File: src/core/ascr_defines.vh
// constants for the acceleration sensor status and configuration bank
`ifndef ASCR_DEFINES_VH
`define ASCR_DEFINES_VH

// register indexes; byte address is four times the index
`define ASCR_IDX_INT_STATUS 8'h1d
`define ASCR_IDX_TEMP       8'h22
`define ASCR_IDX_FILL_LOW   8'h24
`define ASCR_IDX_FILL_HIGH  8'h25
`define ASCR_IDX_DATA_PORT  8'h26
`define ASCR_IDX_HEALTH     8'h2a
`define ASCR_IDX_SAMPLING   8'h40
`define ASCR_IDX_WATERMARK  8'h46
`define ASCR_IDX_FEATURE    8'h4a
`define ASCR_IDX_MSB        9
`define ASCR_IDX_LSB        2

// reset values
`define ASCR_RST_BYTE       8'h00
`define ASCR_RST_SAMPLING   8'ha8
`define ASCR_RST_WATERMARK  8'h02
`define ASCR_RST_FEATURE    8'h24

// interrupt status bits
`define ASCR_ST_ACC_DRDY    7
`define ASCR_ST_AUX_DRDY    5
`define ASCR_ST_WATERMARK   1
`define ASCR_ST_FULL        0

// health report layout
`define ASCR_HL_RATE_FAULT  6
`define ASCR_HL_MAP_FAULT   5
`define ASCR_HL_CODE_MSB    4
`define ASCR_HL_RSVD        7

// sampling setup layout
`define ASCR_SS_FILT        7
`define ASCR_SS_BW_MSB      6
`define ASCR_SS_BW_LSB      4
`define ASCR_SS_RATE_MSB    3

// rate and bandwidth codes
`define ASCR_RATE_MIN       4'h1
`define ASCR_RATE_MAX       4'hc
`define ASCR_RATE_50HZ      4'h7
`define ASCR_BW_OSR4        3'h0
`define ASCR_BW_OSR2        3'h1
`define ASCR_BW_NORMAL      3'h2
`define ASCR_OSR_X4         2'h0
`define ASCR_OSR_X2         2'h1
`define ASCR_OSR_NORM       2'h2
`define ASCR_OSR_RESERVED   2'h3

// feature register layout
`define ASCR_FT_NEED_50HZ   6
`define ASCR_FT_MAP_MSB     5
`define ASCR_FT_MAP_Z_LSB   4
`define ASCR_FT_MAP_Y_MSB   3
`define ASCR_FT_MAP_Y_LSB   2
`define ASCR_FT_MAP_X_MSB   1

// buffer shape and counter width
`define ASCR_BUF_WIDTH      8
`define ASCR_BUF_DEPTH      4
`define ASCR_BUF_AW         2
`define ASCR_BUF_CW         3
`define ASCR_FILL_W         14
`define ASCR_FILL_PAD       11
`define ASCR_FILL_HI_LSB    8

`endif

File: src/core/ascr_regs.v
// status and configuration register bank of an acceleration sensor
//
// Register access over APB was decided locally.
`timescale 1ns/1ps
`include "ascr_defines.vh"

module ascr_fifo #(
    parameter WIDTH = 8,
    parameter DEPTH = 4,
    parameter AW    = 2,
    parameter CW    = 3
) (
    input  wire             clk_i,
    input  wire             rst_n_i,
    input  wire             in_valid_i,
    output wire             in_ready_o,
    input  wire [WIDTH-1:0] in_data_i,
    output wire             out_valid_o,
    input  wire             out_ready_i,
    output wire [WIDTH-1:0] out_data_o,
    output wire [CW-1:0]    count_o
);
    localparam [CW-1:0] FULL_CNT = DEPTH;
    localparam [CW-1:0] ONE_CNT  = 1;
    localparam [AW-1:0] ONE_PTR  = 1;

    reg [WIDTH-1:0] mem [0:DEPTH-1];
    reg [AW-1:0]    wr_ptr;
    reg [AW-1:0]    rd_ptr;
    reg [CW-1:0]    count;
    reg [CW-1:0]    next_count;
    reg             in_ready;
    reg             out_valid;

    wire push = in_valid_i & in_ready;
    wire pop  = out_ready_i & out_valid;

    always @* begin
        next_count = count;
        if (push & ~pop) begin
            next_count = count + ONE_CNT;
        end else if (pop & ~push) begin
            next_count = count - ONE_CNT;
        end
    end

    // pointers wrap naturally; depth must stay a power of two
    always @(posedge clk_i or negedge rst_n_i) begin
        if (!rst_n_i) begin
            wr_ptr    <= {AW{1'b0}};
            rd_ptr    <= {AW{1'b0}};
            count     <= {CW{1'b0}};
            in_ready  <= 1'b1;
            out_valid <= 1'b0;
        end else begin
            if (push) begin
                wr_ptr <= wr_ptr + ONE_PTR;
            end
            if (pop) begin
                rd_ptr <= rd_ptr + ONE_PTR;
            end
            count     <= next_count;
            in_ready  <= (next_count != FULL_CNT);
            out_valid <= (next_count != {CW{1'b0}});
        end
    end

    // data array carries no reset; empty reads are masked by the user
    always @(posedge clk_i) begin
        if (push) begin
            mem[wr_ptr] <= in_data_i;
        end
    end

    assign in_ready_o  = in_ready;
    assign out_valid_o = out_valid;
    assign out_data_o  = mem[rd_ptr];
    assign count_o     = count;
endmodule

// Contract
// RQ1: reading the interrupt status register clears its flags, and it resets to zero.
// RQ2: status bit 7 is accel data ready, bit 5 aux data ready, bit 1 watermark, bit 0 full.
// RQ3: die temperature reads as a signed byte, one kelvin per step, zero meaning 23 C.
// RQ4: the fill level is a 14-bit byte count split over a low and a high register.
// RQ5: the data port returns one buffered byte per read, is read-only and resets to zero.
// RQ6: the health report carries the internal status code in bits 4..0.
// RQ7: health bit 5 flags two of X, Y, Z mapped onto the same physical axis.
// RQ8: health bit 6 flags 50 Hz features enabled with a slower configured rate.
// RQ9: the sampling setup byte resets to 0xa8 with filter, bandwidth and rate fields.
// RQ10: rate codes 0x01 to 0x0c are valid, 25/32 Hz doubling per step, others reserved.
// RQ11: the host picks a rate code supported by the chosen power mode.
// RQ12: filter bit 0 selects averaging, 1 selects the continuous filter.
// RQ13: continuous filter uses bandwidth 0 as osr4, 1 as osr2, 2 normal, rest reserved.
// RQ14: averaging uses two to the power of the bandwidth setting samples.
// RQ15: each data port read removes the byte and lowers the fill count by one.
// RQ16: writes to read-only registers are ignored and change nothing.
module ascr_regs (
    input  wire        clk_i,
    input  wire        nrst_i,
    input  wire        psel_i,
    input  wire        penable_i,
    input  wire        pwrite_i,
    input  wire [11:0] paddr_i,
    input  wire [31:0] pwdata_i,
    input  wire [3:0]  pstrb_i,
    output wire [31:0] prdata_o,
    output wire        pready_o,
    output wire        pslverr_o,
    input  wire        acc_drdy_i,
    input  wire        aux_drdy_i,
    input  wire [7:0]  temperature_i,
    input  wire [4:0]  init_state_i,
    input  wire        sample_valid_i,
    input  wire [7:0]  sample_data_i,
    output wire        sample_ready_o,
    output wire [3:0]  rate_code_o,
    output wire        rate_valid_o,
    output wire        filt_cont_o,
    output wire [1:0]  osr_mode_o,
    output wire [2:0]  avg_log2_o,
    output wire        bw_reserved_o,
    output wire [5:0]  axis_map_o
);
    reg        rst_sync_a;
    reg        rst_sync_b;
    wire       rst_n = rst_sync_b;

    always @(posedge clk_i or negedge nrst_i) begin
        if (!nrst_i) begin
            rst_sync_a <= 1'b0;
            rst_sync_b <= 1'b0;
        end else begin
            rst_sync_a <= 1'b1;
            rst_sync_b <= rst_sync_a;
        end
    end

    // buffer in the sample path; its ready stalls the source
    wire                     buf_out_valid;
    wire [`ASCR_BUF_WIDTH-1:0] buf_out_data;
    wire [`ASCR_BUF_CW-1:0]  buf_count;
    wire                     buf_in_ready;
    reg                      buf_pop;

    ascr_fifo #(
        .WIDTH (`ASCR_BUF_WIDTH),
        .DEPTH (`ASCR_BUF_DEPTH),
        .AW    (`ASCR_BUF_AW),
        .CW    (`ASCR_BUF_CW)
    ) u_buf (
        .clk_i       (clk_i),
        .rst_n_i     (rst_n),
        .in_valid_i  (sample_valid_i),
        .in_ready_o  (buf_in_ready),
        .in_data_i   (sample_data_i),
        .out_valid_o (buf_out_valid),
        .out_ready_i (buf_pop),
        .out_data_o  (buf_out_data),
        .count_o     (buf_count)
    );

    reg [7:0]              interrupt_status_b;
    reg [7:0]              die_temperature;
    reg [`ASCR_FILL_W-1:0] buffer_fill;
    reg [7:0]              health_report;
    reg [7:0]              sampling_setup;
    reg [7:0]              buffer_watermark;
    reg [7:0]              feature_setup;

    reg [7:0]  rdata;
    reg        ready;
    reg        slverr;
    reg        pop_pend;
    reg        wtm_prev;
    reg        full_prev;

    reg [3:0]  rate_code;
    reg        rate_valid;
    reg        filt_cont;
    reg [1:0]  osr_mode;
    reg [2:0]  avg_log2;
    reg        bw_reserved;

    wire [7:0] idx     = paddr_i[`ASCR_IDX_MSB:`ASCR_IDX_LSB];
    // misaligned or out-of-page addresses get an error response
    wire       in_page = (paddr_i[11:`ASCR_IDX_MSB+1] == 2'b00) &&
                         (paddr_i[`ASCR_IDX_LSB-1:0] == 2'b00);
    wire       access  = psel_i & penable_i;
    wire       stage   = access & ~ready;
    wire       done    = access & ready;

    reg [7:0]  next_rdata;
    reg        next_hit;

    always @* begin
        next_rdata = `ASCR_RST_BYTE;
        next_hit   = in_page;
        case (idx)
            `ASCR_IDX_INT_STATUS: next_rdata = interrupt_status_b;
            `ASCR_IDX_TEMP:       next_rdata = die_temperature;      // see RQ3
            `ASCR_IDX_FILL_LOW:   next_rdata = buffer_fill[`ASCR_FILL_HI_LSB-1:0]; // see RQ4
            `ASCR_IDX_FILL_HIGH: begin
                next_rdata = {2'b00, buffer_fill[`ASCR_FILL_W-1:`ASCR_FILL_HI_LSB]}; // see RQ4
            end
            `ASCR_IDX_DATA_PORT: begin
                // empty buffer reads as zero, see RQ5
                next_rdata = buf_out_valid ? buf_out_data : `ASCR_RST_BYTE;
            end
            `ASCR_IDX_HEALTH:     next_rdata = health_report;
            `ASCR_IDX_SAMPLING:   next_rdata = sampling_setup;
            `ASCR_IDX_WATERMARK:  next_rdata = buffer_watermark;
            `ASCR_IDX_FEATURE:    next_rdata = {1'b0, feature_setup[`ASCR_FT_NEED_50HZ:0]};
            default: begin
                next_hit = 1'b0;
            end
        endcase
        if (!in_page) begin
            next_rdata = `ASCR_RST_BYTE;
        end
    end

    // one wait state: data latched in the first access cycle, effects at completion
    always @(posedge clk_i or negedge rst_n) begin
        if (!rst_n) begin
            rdata    <= `ASCR_RST_BYTE;
            ready    <= 1'b0;
            slverr   <= 1'b0;
            pop_pend <= 1'b0;
        end else if (stage) begin
            rdata    <= pwrite_i ? `ASCR_RST_BYTE : next_rdata;
            ready    <= 1'b1;
            slverr   <= ~next_hit;
            // pop only a byte that was actually returned, see RQ15
            pop_pend <= ~pwrite_i & next_hit & buf_out_valid &
                        (idx == `ASCR_IDX_DATA_PORT);
        end else begin
            ready    <= 1'b0;
            slverr   <= 1'b0;
            pop_pend <= 1'b0;
        end
    end

    always @* begin
        buf_pop = done & pop_pend; // see RQ15
    end

    wire wr_done = done & pwrite_i & ~slverr & pstrb_i[0];
    wire rd_done = done & ~pwrite_i & ~slverr;

    // only writable registers decode writes; the rest ignore them, see RQ16
    always @(posedge clk_i or negedge rst_n) begin
        if (!rst_n) begin
            sampling_setup   <= `ASCR_RST_SAMPLING; // see RQ9
            buffer_watermark <= `ASCR_RST_WATERMARK;
            feature_setup    <= `ASCR_RST_FEATURE;
        end else if (wr_done) begin
            case (idx)
                `ASCR_IDX_SAMPLING:  sampling_setup   <= pwdata_i[7:0]; // see RQ9
                `ASCR_IDX_WATERMARK: buffer_watermark <= pwdata_i[7:0];
                `ASCR_IDX_FEATURE:   feature_setup    <= {1'b0, pwdata_i[`ASCR_FT_NEED_50HZ:0]};
                default: begin
                    sampling_setup <= sampling_setup; // see RQ16
                end
            endcase
        end
    end

    // watermark and full are flagged on entry, not while they persist
    wire wtm_now  = (buffer_watermark != `ASCR_RST_BYTE) &&
                    (buffer_fill[`ASCR_FILL_HI_LSB-1:0] >= buffer_watermark);
    wire full_now = ~buf_in_ready;

    reg [7:0] status_set;

    always @* begin
        status_set = `ASCR_RST_BYTE;
        status_set[`ASCR_ST_ACC_DRDY]  = acc_drdy_i;          // see RQ2
        status_set[`ASCR_ST_AUX_DRDY]  = aux_drdy_i;          // see RQ2
        status_set[`ASCR_ST_WATERMARK] = wtm_now & ~wtm_prev; // see RQ2
        status_set[`ASCR_ST_FULL]      = full_now & ~full_prev; // see RQ2
    end

    // clear only what the read returned, so a late event survives the clear
    always @(posedge clk_i or negedge rst_n) begin
        if (!rst_n) begin
            interrupt_status_b <= `ASCR_RST_BYTE; // see RQ1
            wtm_prev           <= 1'b0;
            full_prev          <= 1'b0;
        end else begin
            wtm_prev  <= wtm_now;
            full_prev <= full_now;
            if (rd_done && (idx == `ASCR_IDX_INT_STATUS)) begin
                interrupt_status_b <= (interrupt_status_b & ~rdata) | status_set; // see RQ1
            end else begin
                interrupt_status_b <= interrupt_status_b | status_set;
            end
        end
    end

    // axis map: x in bits 1..0, y in 3..2, z in 5..4
    wire [1:0] map_x = feature_setup[`ASCR_FT_MAP_X_MSB:0];
    wire [1:0] map_y = feature_setup[`ASCR_FT_MAP_Y_MSB:`ASCR_FT_MAP_Y_LSB];
    wire [1:0] map_z = feature_setup[`ASCR_FT_MAP_MSB:`ASCR_FT_MAP_Z_LSB];
    wire       map_fault  = (map_x == map_y) || (map_x == map_z) || (map_y == map_z);
    wire [3:0] cfg_rate   = sampling_setup[`ASCR_SS_RATE_MSB:0];
    // codes below 50 Hz starve features that need 50 Hz data
    wire       rate_fault = feature_setup[`ASCR_FT_NEED_50HZ] &&
                            (cfg_rate < `ASCR_RATE_50HZ);

    always @(posedge clk_i or negedge rst_n) begin
        if (!rst_n) begin
            die_temperature <= `ASCR_RST_BYTE;
            buffer_fill     <= {`ASCR_FILL_W{1'b0}};
            health_report   <= `ASCR_RST_BYTE;
        end else begin
            die_temperature <= temperature_i; // see RQ3
            // fill trails the buffer count by one cycle
            buffer_fill     <= {{`ASCR_FILL_PAD{1'b0}}, buf_count}; // see RQ4
            health_report[`ASCR_HL_RSVD]       <= 1'b0;
            health_report[`ASCR_HL_RATE_FAULT] <= rate_fault; // see RQ8
            health_report[`ASCR_HL_MAP_FAULT]  <= map_fault;  // see RQ7
            health_report[`ASCR_HL_CODE_MSB:0] <= init_state_i; // see RQ6
        end
    end

    // decoded sampling configuration for the acquisition path
    wire [2:0] cfg_bw   = sampling_setup[`ASCR_SS_BW_MSB:`ASCR_SS_BW_LSB];
    wire       cfg_filt = sampling_setup[`ASCR_SS_FILT];

    reg [1:0] next_osr;

    always @* begin
        case (cfg_bw)
            `ASCR_BW_OSR4:   next_osr = `ASCR_OSR_X4;   // see RQ13
            `ASCR_BW_OSR2:   next_osr = `ASCR_OSR_X2;   // see RQ13
            `ASCR_BW_NORMAL: next_osr = `ASCR_OSR_NORM; // see RQ13
            default: begin
                next_osr = `ASCR_OSR_RESERVED;
            end
        endcase
    end

    always @(posedge clk_i or negedge rst_n) begin
        if (!rst_n) begin
            rate_code   <= 4'h0;
            rate_valid  <= 1'b0;
            filt_cont   <= 1'b0;
            osr_mode    <= 2'h0;
            avg_log2    <= 3'h0;
            bw_reserved <= 1'b0;
        end else begin
            rate_code   <= cfg_rate;
            // reserved rate codes are flagged, not remapped, see RQ10
            rate_valid  <= (cfg_rate >= `ASCR_RATE_MIN) && (cfg_rate <= `ASCR_RATE_MAX);
            filt_cont   <= cfg_filt; // see RQ12
            osr_mode    <= cfg_filt ? next_osr : 2'h0;
            avg_log2    <= cfg_filt ? 3'h0 : cfg_bw; // see RQ14
            bw_reserved <= cfg_filt && (next_osr == `ASCR_OSR_RESERVED);
        end
    end

    assign prdata_o       = {24'h000000, rdata};
    assign pready_o       = ready;
    assign pslverr_o      = slverr;
    assign sample_ready_o = buf_in_ready;
    assign rate_code_o    = rate_code;
    assign rate_valid_o   = rate_valid;
    assign filt_cont_o    = filt_cont;
    assign osr_mode_o     = osr_mode;
    assign avg_log2_o     = avg_log2;
    assign bw_reserved_o  = bw_reserved;
    assign axis_map_o     = feature_setup[`ASCR_FT_MAP_MSB:0];
endmodule

File: config.mk
export PLATFORM = sky130hd
export DESIGN_NAME = ascr_regs
export DESIGN_NICKNAME = d
export VERILOG_FILES = /design/src/core/ascr_regs.v
export VERILOG_INCLUDE_DIRS = /design/src /design/src/core
export SDC_FILE = /design/constraint.sdc
export NUM_CORES = 1
export LEC_CHECK = 0
export ABC_AREA = 0
export BUFFER_PORTS_ARGS = -buffer_cell sky130_fd_sc_hd__buf_2
export CORE_ASPECT_RATIO = 1.5
export CORE_UTILIZATION = 35
export CTS_CLUSTER_DIAMETER = 50
export CTS_CLUSTER_SIZE = 14
export DETAILED_ROUTE_END_ITERATION = 8
export GPL_TIMING_DRIVEN = 0
export PLACE_DENSITY = 0.68
export RECOVER_POWER = 25
export SLEW_MARGIN = 20
export SYNTH_ARGS = -nofsm -noshare
export SYNTH_HDL_FRONTEND = slang
export SYNTH_SLANG_ARGS = --single-unit
export TNS_END_PERCENT = 5
File: constraint.sdc
create_clock -name clk_i -period 2.65 [get_ports clk_i]
set_input_delay 0.265 -clock clk_i [delete_from_list [all_inputs] [get_ports clk_i]]
set_output_delay 0.265 -clock clk_i [all_outputs]
set_load 0.005 [all_outputs]
==> qor.csv <==
stage;metric;value;unit
yosys;Synth async-reset ratio;0.726;
power_and_ir_drop;Gate power share;0.105;
worst_setup_path;Critical Path Fanout Max;10;
global_route;global-route wire length before repair;19.3;mm
power_and_ir_drop;Switch Pwr;1.31;mW
timing;Peak Freq;436;MHz
timing;Tcrit/Tclk final;0.866;
final_layout;Reg area;3100;um2
timing;final setup fails;0;
yosys;most common cell in the netlist;dfrtp_1;
yosys;mean area per synthesized cell;13.1;um2
min_path;Hold Path Cell Cnt;2;
drt;drt initial violations;185;
final_layout;fill count;1323;
power_and_ir_drop;Pwr Density;768;nW/um2
worst_setup_path;endpoint class of the critical path;flop;
final_layout;diode count;0;
drt;Vias/cell;4.94;
clocking;TritonCTS buffer count;17;
clocking;CTS tree;built;
yosys;Post-Syn Area;5240;um2
yosys;Yosys Warn Count;0;
job;Max Cap Viol;1;
min_path;Hold Path Sink;interrupt_status_b[5];
worst_setup_path;WS Path Type;reg -> reg;
yosys;Synth Instances;399;
timing;relative slew slack;-0.0922;
timing;post-layout min period;2300;ps
final_layout;area delta synth->final;28.6;%
die;Starting Density;0.359;
worst_setup_path;startpoint types;flop;
min_path;min-delay worst type;in -> reg;
die;die area;15500;um2
global_route;initial antenna violation count;0;
worst_setup_path;Arrival @ worst endpoint;2580;ps
drt;antenna-violating nets left;0;
global_route;grt ovf;0;
clocking;CTS root buffer;clkbuf_16;
yosys;post-synthesis sequential element count;117;
final_layout;layout cells sized above 1;0.294;
die;core region area;14600;um2
power_and_ir_drop;sw frac;0.254;
timing;Least-Margin Pin Slew;1640;ps
worst_setup_path;worst reg2reg startpoint;u_buf.rd_ptr[0];
power_and_ir_drop;Seq pwr share;0.419;
power_and_ir_drop;clock share of power;0.476;
placed_design;HPWL Detailed;9.25;mm
placed_design;placed cell area;5980;um2
final_layout;area of the multi-input gates;1880;um2
clocking;H-Tree Depth;4;
placed_design;Final Wtd Congestion;0.885;
worst_setup_path;Worst Path Required;2930;ps
die;I/O Pins;130;
power_and_ir_drop;leakage;3.02;nW
clocking;clk_lat worst skew;420;ps
drt;DRC errors left;0;
global_route;GRT Total Usage;0.174;
power_and_ir_drop;Worst VDD drop;417;uV
die;# rows;54;
yosys;Seq/Total Area, Yosys;0.592;
yosys;leading area contributor after synthesis;dfrtp_1;
timing;Fin. Hold Viols;0;
die;die height;152;um
worst_setup_path;flop2flop setup slack;350;ps
yosys;count of cell types in the netlist;62;
yosys;EDFF count, synth;32;
clocking;clk slew on worst S/H paths;60;ps
clocking;# resized after CTS;0;
yosys;most frequent cells after synthesis;dfrtp_1 (78), edfxtp_1 (32), buf_4 (30);
timing;Layout Skew;5.91;ps
final_layout;Util after Layout;0.461;
timing;RSZ-0062 raised after global routing;no;
min_path;hold wc startpoint;aux_drdy_i;
drt;Post-Route WL;12.7;mm
clocking;clock sink count;117;
drt;vias post-DR;3657;
final_layout;fin nets;618;
timing;fin. max-slew vios;40;
clocking;CTS Buffer Depth;2;
global_route;pin count of the biggest net entering global routing;45;
power_and_ir_drop;internal power consumption;3.86;mW
placed_design;Port Buf Inserts;77;
global_route;vias in the first global route;3632;
drt;drt first pass iters;6;
worst_setup_path;Register-to-Register Path Depth;5;
yosys;Synth area leaders;dfrtp_1 (37%), edfxtp_1 (18%), buf_4 (4.3%);
drt;WL/cell;17.2;um
run_status;status;finished, violations left;
yosys;Post-synth top flop;dfrtp_1;
timing;setup TNS;0;ps
run_status;failing checks;capacitance limit, slew limit;
yosys;post-synth top area share;0.373;
worst_setup_path;Reg-to-Reg End;rdata[2];
die;Die W;102;um
final_layout;post-route cell area;6730;um2
==> sequential cells by signal, indices dropped and copies added, names as in the netlist, 3 cells and up <==
| signal | cells |
|---|---|
| die_temperature | 8 |
| u_buf.mem | 32 |
| u_buf.count_o | 3 |
| feature_setup | 7 |
| buffer_watermark | 8 |
| avg_log2_o | 3 |
| rdata | 8 |
| interrupt_status_b | 8 |
| sampling_setup | 8 |
| health_report | 7 |
| buffer_fill | 3 |
| rate_code_o | 4 |
==> cell families (layout without fill, tap and decap cells) <==
kind of cell / count (synthesis) / count (layout) / share of synthesized area
other: 2 / 25 / 0.00143
xor gates and xnor gates: 9 / 9 / 0.0151
AOI/OAI and AO/OA: 70 / 70 / 0.0985
buffers and inverters: 60 / 183 / 0.0664
muxes: 34 / 34 / 0.0891
DFF: 117 / 117 / 0.592
and+or+nand+nor: 98 / 98 / 0.116
adders and majority gates: 9 / 9 / 0.0215
==> area by class of cell <==
type,instances,area share
Clock inverter,14,0.0279
Timing Repair Buffer,92,0.0790
Buffer,44,0.0427
Tap cell,196,0.0364
Sequential cell,117,0.460
Inverter,15,0.00836
Clock buffer,18,0.0669
Multi-Input combinational cell,245,0.279
==> power by group through the flow <==
stage,clock [mW],combinational [mW],sequential (mW)
after floorplan,0,0.347,2.17
after global placement,0,0.480,2.20
after detailed placement,0,0.525,2.20
after CTS,2.49,0.550,2.17
after global routing,2.55,0.614,2.19
final,2.46,0.545,2.17
==> per-stage QoR <==
| stage | instances | hold WS, ps | power, mW | setup WS [ps] |
|---|---|---|---|---|
| after floorplan | 422 | -30.6 | 2.52 | 119 |
| after global placement | 695 | 50.3 | 2.67 | -668 |
| after detailed placement | 696 | 52.2 | 2.72 | 4.70 |
| after CTS | 742 | 18.0 | 5.21 | 95.2 |
| after global routing | 741 | 24.5 | 5.36 | 68.9 |
| final | 741 | 24.5 | 5.17 | 354 |
==> cells in the final DEF, fill, tap and decap left out, types with 6 or more instances in the layout <==
cell type      synthesis  routed
mux4_2                 8       8
buf_4                 30      30
dfrtp_1               78      78
buf_2                  2      68
clkbuf_16              0      18
edfxtp_1              32      32
nor3_1                 9       9
nor2b_1               10      10
conb_1                 2      25
ha_1                   9       9
a31oi_1                6       6
nand2_1               29      29
and3_1                 8       8
inv_1                 15      15
dlygate4sd3_1          0      14
a22oi_1                6       6
o21ai_0                7       7
mux2_1                20      20
clkbuf_1              11      21
==> worst max path at each step <==
stage / start / slack, ps / to / cells past startpoint
after floorplan: rst_n / 120 / avg_log2_o[0] / 0
after global placement: rst_n / -670 / rate_code_o[1] / 0
after detailed placement: paddr_i[3] / 5 / sampling_setup[2] / 6
after CTS: u_buf.rd_ptr[0] / 100 / rdata[2] / 6
after global routing: u_buf.rd_ptr[0] / 70 / rdata[2] / 5
final: u_buf.rd_ptr[0] / 350 / rdata[2] / 5
==> timing repair <==
| item | 4_1_cts | 5_1_grt |
|---|---|---|
| buffers inserted | 0 | 0 |
| hold buffers | 14 | 0 |
| hold endpoints to repair | 15 | 0 |
| endpoints found under the setup margin | 0 | 1 |
==> routing by layer <==
layer,global-route usage,part of all wire
met5,0,0
met4,0.0857,0.030
met3,0.0422,0.059
met2,0.322,0.56
met1,0.181,0.35
==> worst max-delay path: stages, from the launching register on <==
cell and delay (ps):
dfrtp_1 690, mux4_2 600, a31oi_1 200, nor3_1 80, a2111oi_0 550, a21oi_2 40
Power figures use the tool's default switching activity.
